### src/inc/fifo_defs.svh
// Constants for the nine-bit clocked FIFO with programmable flags.
`ifndef FIFO_DEFS_SVH
`define FIFO_DEFS_SVH
`define FIFO_DW 9
`define FIFO_AW 6
`define FIFO_PW 7
`define FIFO_OW 8
`define FIFO_DEPTH 7'h40
`define FIFO_DEPTH_WIDE 17'h00040
`define FIFO_OFS_EMPTY_LOW 2'h0
`define FIFO_OFS_EMPTY_HIGH 2'h1
`define FIFO_OFS_FULL_LOW 2'h2
`define FIFO_OFS_FULL_HIGH 2'h3
`define FIFO_OFS_LOW_DEFAULT 8'h07
`define FIFO_OFS_HIGH_DEFAULT 8'h00
`endif

### src/inc/fifo_pkg.sv
// Types for the nine-bit clocked FIFO.
`include "fifo_defs.svh"
package fifo_pkg;
   typedef enum logic {MODE_PROG_FLAGS, MODE_DUAL_WRITE} mode_type;
   typedef struct packed {
      logic [1:0] wclk_s;
      logic [1:0] rclk_s;
      logic [1:0] rst_s;
      logic [1:0] write_enable_primary_n_s;
      logic [1:0] wen2_s;
      logic [1:0] read_enable_a_n_s;
      logic [1:0] read_enable_b_n_s;
      logic [1:0] oe_s;
      logic [1:0][`FIFO_DW-1:0] din_s;
      logic wclk_d;
      logic rclk_d;
      mode_type mode;
      logic [`FIFO_PW-1:0] wptr;
      logic [`FIFO_PW-1:0] rptr;
      logic [`FIFO_PW-1:0] wgray;
      logic [`FIFO_PW-1:0] rgray;
      logic [1:0][`FIFO_PW-1:0] rgray_w;
      logic [1:0][`FIFO_PW-1:0] wgray_r;
      logic [(1 << `FIFO_AW)-1:0][`FIFO_DW-1:0] mem;
      logic [`FIFO_DW-1:0] dout;
      logic dout_oe;
      logic full_n;
      logic afull_n;
      logic empty_n;
      logic aempty_n;
      logic [3:0][`FIFO_OW-1:0] offs;
      logic [1:0] ld_wsel;
      logic [1:0] ld_rsel;
   } fifo_state_type;
endpackage

### src/rtl/sync_fifo9.sv
// Nine-bit FIFO with sampled write and read clocks, flags and offset registers.
`timescale 1ns/1ps
`include "fifo_defs.svh"

// Behaviour
// RULE1 - Pin reset returns write and read pointers to the first location.
// RULE2 - After reset full and almost-full read high, empty and almost-empty low.
// RULE3 - Reset clears the output register and restores default flag offsets.
// RULE4 - Flag mode: primary enable low at write edge stores next word.
// RULE5 - Flag mode: primary enable high writes nothing.
// RULE6 - Full flag goes low and every write enable is ignored; flag-mode offset loads still go through while full.
// RULE7 - Full releases after a read; full flags change only at write edges.
// RULE8 - Both read enables low and not empty moves next word out.
// RULE9 - Either read enable high holds output and read pointer.
// RULE10 - Pointers equal means empty flag low and reads ignored.
// RULE11 - Empty releases after a write; empty flags change only at read edges.
// RULE12 - Output bus driven while output enable low, released while high.
// RULE13 - Second enable pin level during reset picks dual-write or flag mode.
// RULE14 - Dual-write mode writes only with primary low and second enable high.
// RULE15 - Flag mode has four eight-bit offset registers, loaded and read back.
// RULE16 - Load and primary enable low write offsets in fixed wrapping order.
// RULE17 - Offset sequence position is kept when load is raised between loads.
// RULE18 - Load low and reads enabled present offsets in the same order.
// RULE19 - Outside logic never writes and reads offsets in the same period.
// RULE20 - Full flag asserts when stored count equals the depth of 64.
// RULE21 - Almost-full low at depth minus full offset, default seven.
// RULE22 - Almost-empty low at n or fewer words, high above, default seven.
// RULE23 - After reset the output bus shows zeros while enabled.
// RULE24 - Pointers cross between sides Gray coded through two flops.
module sync_fifo9 (
   // System clock and reset.
   input wire logic ref_clk,
   input wire logic rstn,
   // Write port pins.
   input wire logic write_clock,
   input wire logic active_low_reset,
   input wire logic write_enable_primary_n,
   input wire logic write_enable2_or_load,
   input wire logic [`FIFO_DW-1:0] data_in,
   // Read port pins.
   input wire logic read_clock,
   input wire logic read_enable_a_n,
   input wire logic read_enable_b_n,
   input wire logic output_enable_n,
   output logic [`FIFO_DW-1:0] data_out,
   output logic data_out_oe,
   // Status flags.
   output logic full_flag_n,
   output logic almost_full_flag_n,
   output logic empty_flag_n,
   output logic almost_empty_flag_n
);

   fifo_pkg::fifo_state_type s_reg;
   fifo_pkg::fifo_state_type s_next;
   logic wr_edge;
   logic rd_edge;
   logic pin_reset;
   logic wr_full;
   logic rd_empty;
   logic wr_go;
   logic rd_go;
   logic ld_write;
   logic ld_read;
   logic [`FIFO_PW-1:0] wcount;
   logic [`FIFO_PW-1:0] rcount;
   logic [`FIFO_DW-1:0] mem_head;

   function automatic logic [`FIFO_PW-1:0] gray_to_bin(input logic [`FIFO_PW-1:0] g);
      logic [`FIFO_PW-1:0] b;
      b[`FIFO_PW-1] = g[`FIFO_PW-1];
      for (int i = `FIFO_PW - 2; i >= 0; i--) begin
         b[i] = b[i + 1] ^ g[i];
      end
      return b;
   endfunction

   function automatic logic [`FIFO_PW-1:0] bin_to_gray(input logic [`FIFO_PW-1:0] b);
      return b ^ (b >> 1);
   endfunction

   // Edges are found on the second sync stage; the first is never looked at.
   assign wr_edge = s_reg.wclk_s[1] & ~s_reg.wclk_d;
   assign rd_edge = s_reg.rclk_s[1] & ~s_reg.rclk_d;
   assign pin_reset = ~s_reg.rst_s[1];
   // Counts use only the synchronised Gray copy of the far pointer.
   assign wcount = `FIFO_PW'(s_reg.wptr - gray_to_bin(s_reg.rgray_w[1])); // RULE24
   assign rcount = `FIFO_PW'(gray_to_bin(s_reg.wgray_r[1]) - s_reg.rptr); // RULE24
   assign wr_full = (wcount == `FIFO_DEPTH); // RULE20
   assign rd_empty = (s_reg.rptr == gray_to_bin(s_reg.wgray_r[1])); // RULE10
   assign ld_write = (s_reg.mode == fifo_pkg::MODE_PROG_FLAGS) & ~s_reg.wen2_s[1] &
      ~s_reg.write_enable_primary_n_s[1]; // RULE16
   assign ld_read = (s_reg.mode == fifo_pkg::MODE_PROG_FLAGS) & ~s_reg.wen2_s[1] &
      ~s_reg.read_enable_a_n_s[1] & ~s_reg.read_enable_b_n_s[1]; // RULE18
   // In flag mode the second pin is the load strobe, so a data write also wants it high.
   // Keeping both branches apart leaves room for a mode that gates writes differently.
   always_comb begin
      if (s_reg.mode == fifo_pkg::MODE_DUAL_WRITE) begin
         wr_go = ~s_reg.write_enable_primary_n_s[1] & s_reg.wen2_s[1] & ~wr_full; // RULE14 RULE6
      end else begin
         wr_go = ~s_reg.write_enable_primary_n_s[1] & s_reg.wen2_s[1] & ~wr_full; // RULE4 RULE5 RULE6
      end
   end
   assign rd_go = ~s_reg.read_enable_a_n_s[1] & ~s_reg.read_enable_b_n_s[1] & ~rd_empty & ~ld_read; // RULE8 RULE9
   assign mem_head = s_reg.mem[s_reg.rptr[`FIFO_AW-1:0]];

   always_comb begin
      logic [`FIFO_PW-1:0] wp_new;
      logic [`FIFO_PW-1:0] rp_new;
      logic [`FIFO_PW-1:0] wc_new;
      logic [`FIFO_PW-1:0] rc_new;
      wp_new = s_reg.wptr;
      rp_new = s_reg.rptr;
      wc_new = wcount;
      rc_new = rcount;
      s_next = s_reg;
      s_next.wclk_s = {s_reg.wclk_s[0], write_clock};
      s_next.rclk_s = {s_reg.rclk_s[0], read_clock};
      s_next.rst_s = {s_reg.rst_s[0], active_low_reset};
      s_next.write_enable_primary_n_s = {s_reg.write_enable_primary_n_s[0], write_enable_primary_n};
      s_next.wen2_s = {s_reg.wen2_s[0], write_enable2_or_load};
      s_next.read_enable_a_n_s = {s_reg.read_enable_a_n_s[0], read_enable_a_n};
      s_next.read_enable_b_n_s = {s_reg.read_enable_b_n_s[0], read_enable_b_n};
      s_next.oe_s = {s_reg.oe_s[0], output_enable_n};
      s_next.din_s = {s_reg.din_s[0], data_in};
      s_next.wclk_d = s_reg.wclk_s[1];
      s_next.rclk_d = s_reg.rclk_s[1];
      s_next.rgray_w = {s_reg.rgray_w[0], s_reg.rgray}; // RULE24
      s_next.wgray_r = {s_reg.wgray_r[0], s_reg.wgray}; // RULE24
      s_next.dout_oe = ~s_reg.oe_s[1]; // RULE12
      if (pin_reset) begin
         // The strap is caught while the pin reset is held, not by rstn.
         s_next.mode = s_reg.wen2_s[1] ? fifo_pkg::MODE_DUAL_WRITE :
            fifo_pkg::MODE_PROG_FLAGS; // RULE13
         s_next.wptr = '0; // RULE1
         s_next.rptr = '0; // RULE1
         s_next.wgray = '0;
         s_next.rgray = '0;
         s_next.rgray_w = '0;
         s_next.wgray_r = '0;
         s_next.dout = '0; // RULE3 RULE23
         s_next.full_n = 1'b1; // RULE2
         s_next.afull_n = 1'b1; // RULE2
         s_next.empty_n = 1'b0; // RULE2
         s_next.aempty_n = 1'b0; // RULE2
         s_next.offs[`FIFO_OFS_EMPTY_LOW] = `FIFO_OFS_LOW_DEFAULT; // RULE3
         s_next.offs[`FIFO_OFS_EMPTY_HIGH] = `FIFO_OFS_HIGH_DEFAULT; // RULE3
         s_next.offs[`FIFO_OFS_FULL_LOW] = `FIFO_OFS_LOW_DEFAULT; // RULE3
         s_next.offs[`FIFO_OFS_FULL_HIGH] = `FIFO_OFS_HIGH_DEFAULT; // RULE3
         s_next.ld_wsel = 2'h0;
         s_next.ld_rsel = 2'h0;
      end else begin
         if (wr_edge) begin
            if (ld_write) begin
               // Offset bytes are loaded one per edge; the index survives pauses.
               s_next.offs[s_reg.ld_wsel] = s_reg.din_s[1][`FIFO_OW-1:0]; // RULE15 RULE16
               s_next.ld_wsel = 2'(s_reg.ld_wsel + 2'h1); // RULE16 RULE17
            end else if (wr_go) begin
               s_next.mem[s_reg.wptr[`FIFO_AW-1:0]] = s_reg.din_s[1]; // RULE4 RULE14
               wp_new = `FIFO_PW'(s_reg.wptr + `FIFO_PW'(1));
               wc_new = `FIFO_PW'(wcount + `FIFO_PW'(1));
            end
            s_next.wptr = wp_new;
            s_next.wgray = bin_to_gray(wp_new); // RULE24
            // Write-side flags move only here, so a read is seen at a later edge.
            s_next.full_n = ~(wc_new == `FIFO_DEPTH); // RULE6 RULE7 RULE20
            s_next.afull_n = ~((17'(wc_new) + 17'({s_reg.offs[`FIFO_OFS_FULL_HIGH],
               s_reg.offs[`FIFO_OFS_FULL_LOW]})) >= `FIFO_DEPTH_WIDE); // RULE21 RULE7
         end
         if (rd_edge) begin
            if (ld_read) begin
               s_next.dout = {1'b0, s_reg.offs[s_reg.ld_rsel]}; // RULE15 RULE18
               s_next.ld_rsel = 2'(s_reg.ld_rsel + 2'h1); // RULE18
            end else if (rd_go) begin
               s_next.dout = mem_head; // RULE8
               rp_new = `FIFO_PW'(s_reg.rptr + `FIFO_PW'(1));
               rc_new = `FIFO_PW'(rcount - `FIFO_PW'(1));
            end
            s_next.rptr = rp_new;
            s_next.rgray = bin_to_gray(rp_new); // RULE24
            s_next.empty_n = (rc_new != '0); // RULE10 RULE11
            s_next.aempty_n = (16'(rc_new) > {s_reg.offs[`FIFO_OFS_EMPTY_HIGH],
               s_reg.offs[`FIFO_OFS_EMPTY_LOW]}); // RULE22 RULE11
         end
      end
   end

   always_ff @(posedge ref_clk or negedge rstn) begin
      if (!rstn) begin
         s_reg <= '0;
         s_reg.full_n <= 1'b1;
         s_reg.afull_n <= 1'b1;
         s_reg.rst_s <= 2'h0;
         s_reg.offs[`FIFO_OFS_EMPTY_LOW] <= `FIFO_OFS_LOW_DEFAULT;
         s_reg.offs[`FIFO_OFS_FULL_LOW] <= `FIFO_OFS_LOW_DEFAULT;
      end else begin
         s_reg <= s_next;
      end
   end

   assign data_out = s_reg.dout;
   assign data_out_oe = s_reg.dout_oe; // RULE12
   assign full_flag_n = s_reg.full_n;
   assign almost_full_flag_n = s_reg.afull_n;
   assign empty_flag_n = s_reg.empty_n;
   assign almost_empty_flag_n = s_reg.aempty_n;
endmodule // sync_fifo9

### config.mk
export PLATFORM = sky130hd
export DESIGN_NAME = sync_fifo9
export DESIGN_NICKNAME = d
export VERILOG_FILES = /design/src/inc/fifo_pkg.sv /design/src/rtl/sync_fifo9.sv
export VERILOG_INCLUDE_DIRS = /design/src /design/src/inc
export SDC_FILE = /design/constraint.sdc
export NUM_CORES = 1
export LEC_CHECK = 0
export BUFFER_PORTS_ARGS = -buffer_cell sky130_fd_sc_hd__clkbuf_2
export CAP_MARGIN = 20
export CORE_MARGIN = 3
export CORE_UTILIZATION = 37
export CTS_CLUSTER_SIZE = 20
export DETAILED_ROUTE_END_ITERATION = 7
export PLACE_DENSITY = 0.57
export SLEW_MARGIN = 20
export SYNTH_ARGS = -nofsm -noshare
export SYNTH_HDL_FRONTEND = slang
export SYNTH_SLANG_ARGS = --single-unit
### constraint.sdc
create_clock -name ref_clk -period 8.4 [get_ports ref_clk]
set_input_delay 1.68 -clock ref_clk [delete_from_list [all_inputs] [get_ports ref_clk]]
set_output_delay 1.68 -clock ref_clk [all_outputs]
set_load 0.02 [all_outputs]
# After elaboration in Yosys (flattened, before gate mapping)
# Index checks and enable logic that the tools add are counted.
[totals] regBits=719 inputBits=19 out_inout_bits=14 word_cells=212
[op_classes] n_addsub=9 n_lt_le_gt_ge=8 n_eq_ne=8 mux=44 bitwise=39 n_reduce_logical=7
[op_table] operator="bitwise mux 576 bit" n=1
[op_table] operator="two-way mux 7 bit" n=20
[op_table] operator="two-way mux 34 bit" n=2
[op_table] operator="two-way mux 28 bit" n=2
[op_table] operator="binary-select mux 9 bit (select 6 bit)" n=1
[op_table] operator="demux 9 bit (select 6 bit)" n=1
[op_table] operator="two-way mux 9 bit" n=6
[op_table] operator="two-way mux 40 bit" n=1
[op_table] operator="bitwise mux 32 bit" n=1
[op_table] operator="adder 7 x 1 -> 7 bit, second input constant" n=3
[op_table] operator="adder 7 x 16 -> 17 bit" n=1
[op_table] operator=">= comparator 17 x 7 -> 1 bit, second input constant" n=1
[op_table] operator="binary-select mux 8 bit (select 2 bit)" n=1
[op_table] operator="demux 8 bit (select 2 bit)" n=1
[op_table] operator="> comparator 7 x 16 -> 1 bit" n=1
[op_table] operator="two-way mux 8 bit" n=2
[op_table] operator="equality test 7 bit, second input constant" n=2
[op_table] operator="less-than comparator 6 x 7 -> 1 bit, second input constant" n=2
[op_table] operator="NOT 1 bit" n=14
[op_table] operator="subtractor 7 bit" n=2
[op_table] operator="XOR 7 x 6 -> 7 bit" n=2
[op_table] operator="XOR 1 bit" n=12
[op_table] operator="AND 1 bit" n=11
[op_table] operator="two-way mux 2 bit" n=4
[op_table] operator="13 further kinds" n=21

# Depth between registers and ports, before layout
[depth] depth_word=19 ltp_mapped=25 mapped_depth_nobuf=24

# Least setup slack after synthesis
# Ideal clock, no wire load.
[synth_path] path_kind="register -> register" from="register s_reg[653] (netlist bit)" to="register s_reg, in the netlist almost_full_flag_n" setup_time_ns=0.091 t_arrival_ns=5.593 required_time_ns=8.309 path_slack_ns=2.717 stages_incl_launch_ff=26 synth_period_minus_slack_ns=5.683 path_cell_list="dfrtp_1 > xnor2_1 > xor2_1 > xor2_1 > xor2_1 > xor2_1 > xnor2_1 > ha_1 > fa_1 > nor2b_1 > o21ai_0 > or3_1 > a311o_1 > buf_4 > o21ai_1 > xnor2_1 > ha_1 > inv_1 > fa_1 > nand2b_1 > a21oi_1 > o21ai_0 > mux2i_1 > o31ai_1 > a32oi_1 > o31ai_1"
[synth_between] elab_chain_len=19 word_cells_on_any_way=20
[synth_rtl] item="from (decl)" line="sync_fifo9.sv:54" rtl="fifo_pkg::fifo_state_type s_reg;"
[synth_rtl] item="from (signal assigned)" line="sync_fifo9.sv:197" rtl="s_reg <= s_next;"
[synth_rtl] item="XOR 1 bit (6 in series)" line="sync_fifo9.sv:73" rtl="b[i] = b[i + 1] ^ g[i];"
[synth_rtl] item="subtractor 7 bit (*)" line="sync_fifo9.sv:87" rtl="assign wcount = `FIFO_PW'(s_reg.wptr - gray_to_bin(s_reg.rgray_w[1]));"
[synth_rtl] item="branches (longest 4 deep; another with adder 7 x 1 -> 7 bit)"
[synth_rtl] item="two-way mux 7 bit (*)" line="sync_fifo9.sv:154" rtl="if (ld_write) begin"
[synth_rtl] item="two-way mux 7 bit (*)" line="sync_fifo9.sv:153" rtl="if (wr_edge) begin"
[synth_rtl] item="two-way mux 7 bit (*)" line="sync_fifo9.sv:131" rtl="if (pin_reset) begin"
[synth_rtl] item="adder 7 x 16 -> 17 bit (*)" line="sync_fifo9.sv:167" rtl="s_next.afull_n = ~((17'(wc_new) + 17'({s_reg.offs[`FIFO_OFS_FULL_HIGH],"
[synth_rtl] item=">= comparator 17 x 7 -> 1 bit (no source line) (*)"
[synth_rtl] item="NOT 1 bit (*)" line="sync_fifo9.sv:167"
[synth_rtl] item="two-way mux 2 bit (*)" line="sync_fifo9.sv:153"
[synth_rtl] item="two-way mux 40 bit (*)" line="sync_fifo9.sv:131"
# Mark *: on every way between the ends. The select of a mux whose other input is x is not followed.
# A chain may end at the register's enable or synchronous reset.

# Worst setup path in the final report
# Same ends and word-level chain as after synthesis.

==> metrics <==
run status finished, final reports clean; HPWL after detailed placement 54000 microns; final critical-path share of the clock period 76.7%; number of hold violations in the final report 0; total power density per cell area 197 nW/um^2; CTS H-tree depth 3; leakage dissipation 17.5 nW; initial standard-cell utilization of the core 37.5%; pins over their slew limit 0; final sum of negative setup slack 0 ns; DIE WIDTH 312 microns; average size of a mapped cell 14.3 sq um; Yosys warning count 0; number of distinct standard cells referenced by the synthesized netlist 72; crit path capture type register; worst vdd rail ir drop 118 uV; synthesis-stage register bit count 717; flip-flop count of the largest register, all copies and words added 684; mean number of vias per cell 5.50; ordered list of cells on the worst path xnor2_1 -> xor2_1 -> xor2_1 -> xor2_1 -> xor2_1 -> xnor2_1 -> ha_1 -> fa_1 -> nor2b_1 -> o21ai_0 -> or3_1 -> a311o_1 -> o21ai_1 -> xnor2_1 -> ha_1 -> inv_1 -> fa_1 -> nand2b_1 -> a21oi_1 -> o21ai_0 -> mux2i_1 -> o31ai_1 -> a32oi_1 -> o31ai_1; final critical-path required period 6.44 ns; Worst EP arrival 6.97 ns; DRT Pass-1 Iters 5; count of clock tree sinks 717; cell type of the slowest stage on the worst timing path o21ai_1; Max Clock Freq 0.155 GHz; highest cell delay on the worst timing path 0.55 ns; setup repair after global routing missed its margin false; Die Height 312 microns; layout cells sized above 1 41.0%; type of element launching the critical path register; area of the core region 92100 sq um; post-synthesis async set-or-reset flop share 100%; Layout Cell Area excl Fill 38600 sq um; number of top-level pins 33; Cell Rows 111; count of cells resized by post-cts repair 0; quantity of I/O buffers inserted on ports 32; top cell type by total area after synthesis dfrtp_1; number of setup buffers added after CTS 0; Mapped Nets 2476; CTS root buf clkbuf_16; library cell with the highest instance count after synthesis dfrtp_1; average routed wire per standard cell 23.8 microns; Top delay family on crit path compound AO/OA/AOI/OAI gates; most used flip-flop cell after synthesis dfrtp_1; count of filler cells inserted in the layout 8324; die area 97100 sq um; detailed router's first-iteration violation count 1500; Final GP Congestion 0.859; worst slew pin tran 1.26 ns; total placed cells including tap cells 3546; worst setup path category register to register; worst slack on hold paths 0.348 ns; number of antenna violations at the first check in global routing 0; worst min-delay path category register to register; required time at the endpoint of the critical path 8.93 ns; remaining max-slew budget at the tightest pin 13.9%; Skew-Pair Late Insertion Delay 0.63 ns; Final Skew 0.0215 ns; number of nets with antenna violations after detailed routing 0; maximum number of pins on one net before global-route repair 151; sequential area share after synthesis 51.9%; clock slew seen by the registers of the worst setup and hold paths 0.06 ns; Setup violations, final 0; most common cell type on the critical path xor2_1; global routing usage summed across all routing layers 18.2%; Total Nets Final 2443; global route total overflow 0; number of flops mapped to enable cells by yosys 0; Mapped Cells 2419; remaining routing DRC violations 0; TritonCTS clock tree done; number of cells in the finished layout apart from fillers 3690; largest fanout on the critical path 10; top post-synthesis cells by count dfrtp_1 (709), mux2_2 (523), mux4_2 (172), clkbuf_1 (128), nand2_1 (127); top area cells in the synthesized netlist dfrtp_1 (51%), mux2_2 (17%), mux4_2 (11%), nor4_4 (2.0%), mux2_4 (1.6%); total of hold buffers inserted after clock tree synthesis 0; post-synth design cell area 34600 sq um; number of CTS-inserted buffers 80; maximum count of clock buffers along a single path 3; share of Yosys cell area claimed by the top area cell type 51.3%; Layout area overhead 11.8%; sum of buffers and inverters on the critical path 1; wire length of the first global-routing pass 137000 microns; number of global-route vias before repair 21700; cell area after placement 35900 sq um; Max Cap Violations 0; total via count in the routed design 20300; total wirelength of the detailed-routed design 87700 microns
## routing by layer
layer	global-route usage (%)	vias up	wire, microns
li1	-	8822	-
met1	26.2	10900	40900
met2	28.8	460	41200
met3	3.14	121	3820
met4	4.30	0	1770
met5	0	-	0
## report_power, final
group / switching, mW / internal [mW]
clock network: 1.42 / 2.24
logic: 0.301 / 0.136
registers: 0.0325 / 3.49
total: 1.76 / 5.86
## layout make-up
class,instances,area (sq um),share of cell area [%]
repair buffers,66,498,1.29
clock inverters,20,318,0.823
multi-input cells,1480,15700,40.6
inverters,41,154,0.398
well taps,1243,1560,4.03
clock buffers,122,2430,6.30
diodes,1,2.50,0.00648
flip-flops and latches,717,18000,46.5
## worst paths after layout
kind / startpoint / end / slack [ns] / depth (start not counted)
max: s_reg[653]$_DFF_PN0_ / almost_full_flag_n$_DFFE_PN1N_ / 1.96 / 24
min: s_next[700]$_DFF_PN0_ / s_reg[700]$_DFF_PN0_ / 0.35 / 0
max reg2reg: s_reg[653]$_DFF_PN0_ / almost_full_flag_n$_DFFE_PN1N_ / 1.96 / 24
min reg2reg: s_next[700]$_DFF_PN0_ / s_reg[700]$_DFF_PN0_ / 0.35 / 0
max in group asynchronous: rstn / s_reg[702]$_DFF_PN0_ / 6.01 / 2
min in group asynchronous: rstn / s_reg[2]$_DFFE_PN0P_ / 1.02 / 1
## cells in the final DEF (no fill, tap or decap), types with 30 or more instances in the layout
cell type,synthesis,routed
mux2_4,36,36
ha_1,35,35
dfrtp_1,709,697
mux2_2,523,523
nor4_4,32,32
nor2_1,63,63
a21oi_1,53,53
nand2_1,127,126
clkbuf_16,0,84
clkbuf_2,0,32
inv_1,36,35
mux4_2,172,172
and2_1,39,39
o21ai_0,30,30
xnor2_1,44,44
nand3_1,57,57
## cell families after synthesis
group / Yosys count / share of synthesized area, %
AOI/OAI and AO/OA: 184 / 3.54
xor gates and xnor gates: 62 / 1.63
adders and majority gates: 38 / 1.44
buffers and inverters: 222 / 2.74
DFF: 717 / 51.9
muxes: 760 / 30.7
and+or+nand+nor: 436 / 7.98
## per-stage QoR
| step | util, % | setup WS, ns | total power, mW |
|---|---|---|---|
| CTS | 41.9 | 1.97 | 7.72 |
| detailed placement | 38.9 | 2.04 | 4.02 |
| global route | 41.9 | 1.42 | 7.90 |
| global placement | 38.9 | 2.12 | 4.01 |
| floorplan | - | 2.72 | 3.82 |
| finish | 41.9 | 1.96 | 7.62 |
Note: power is estimated with default switching activity, not from simulation.
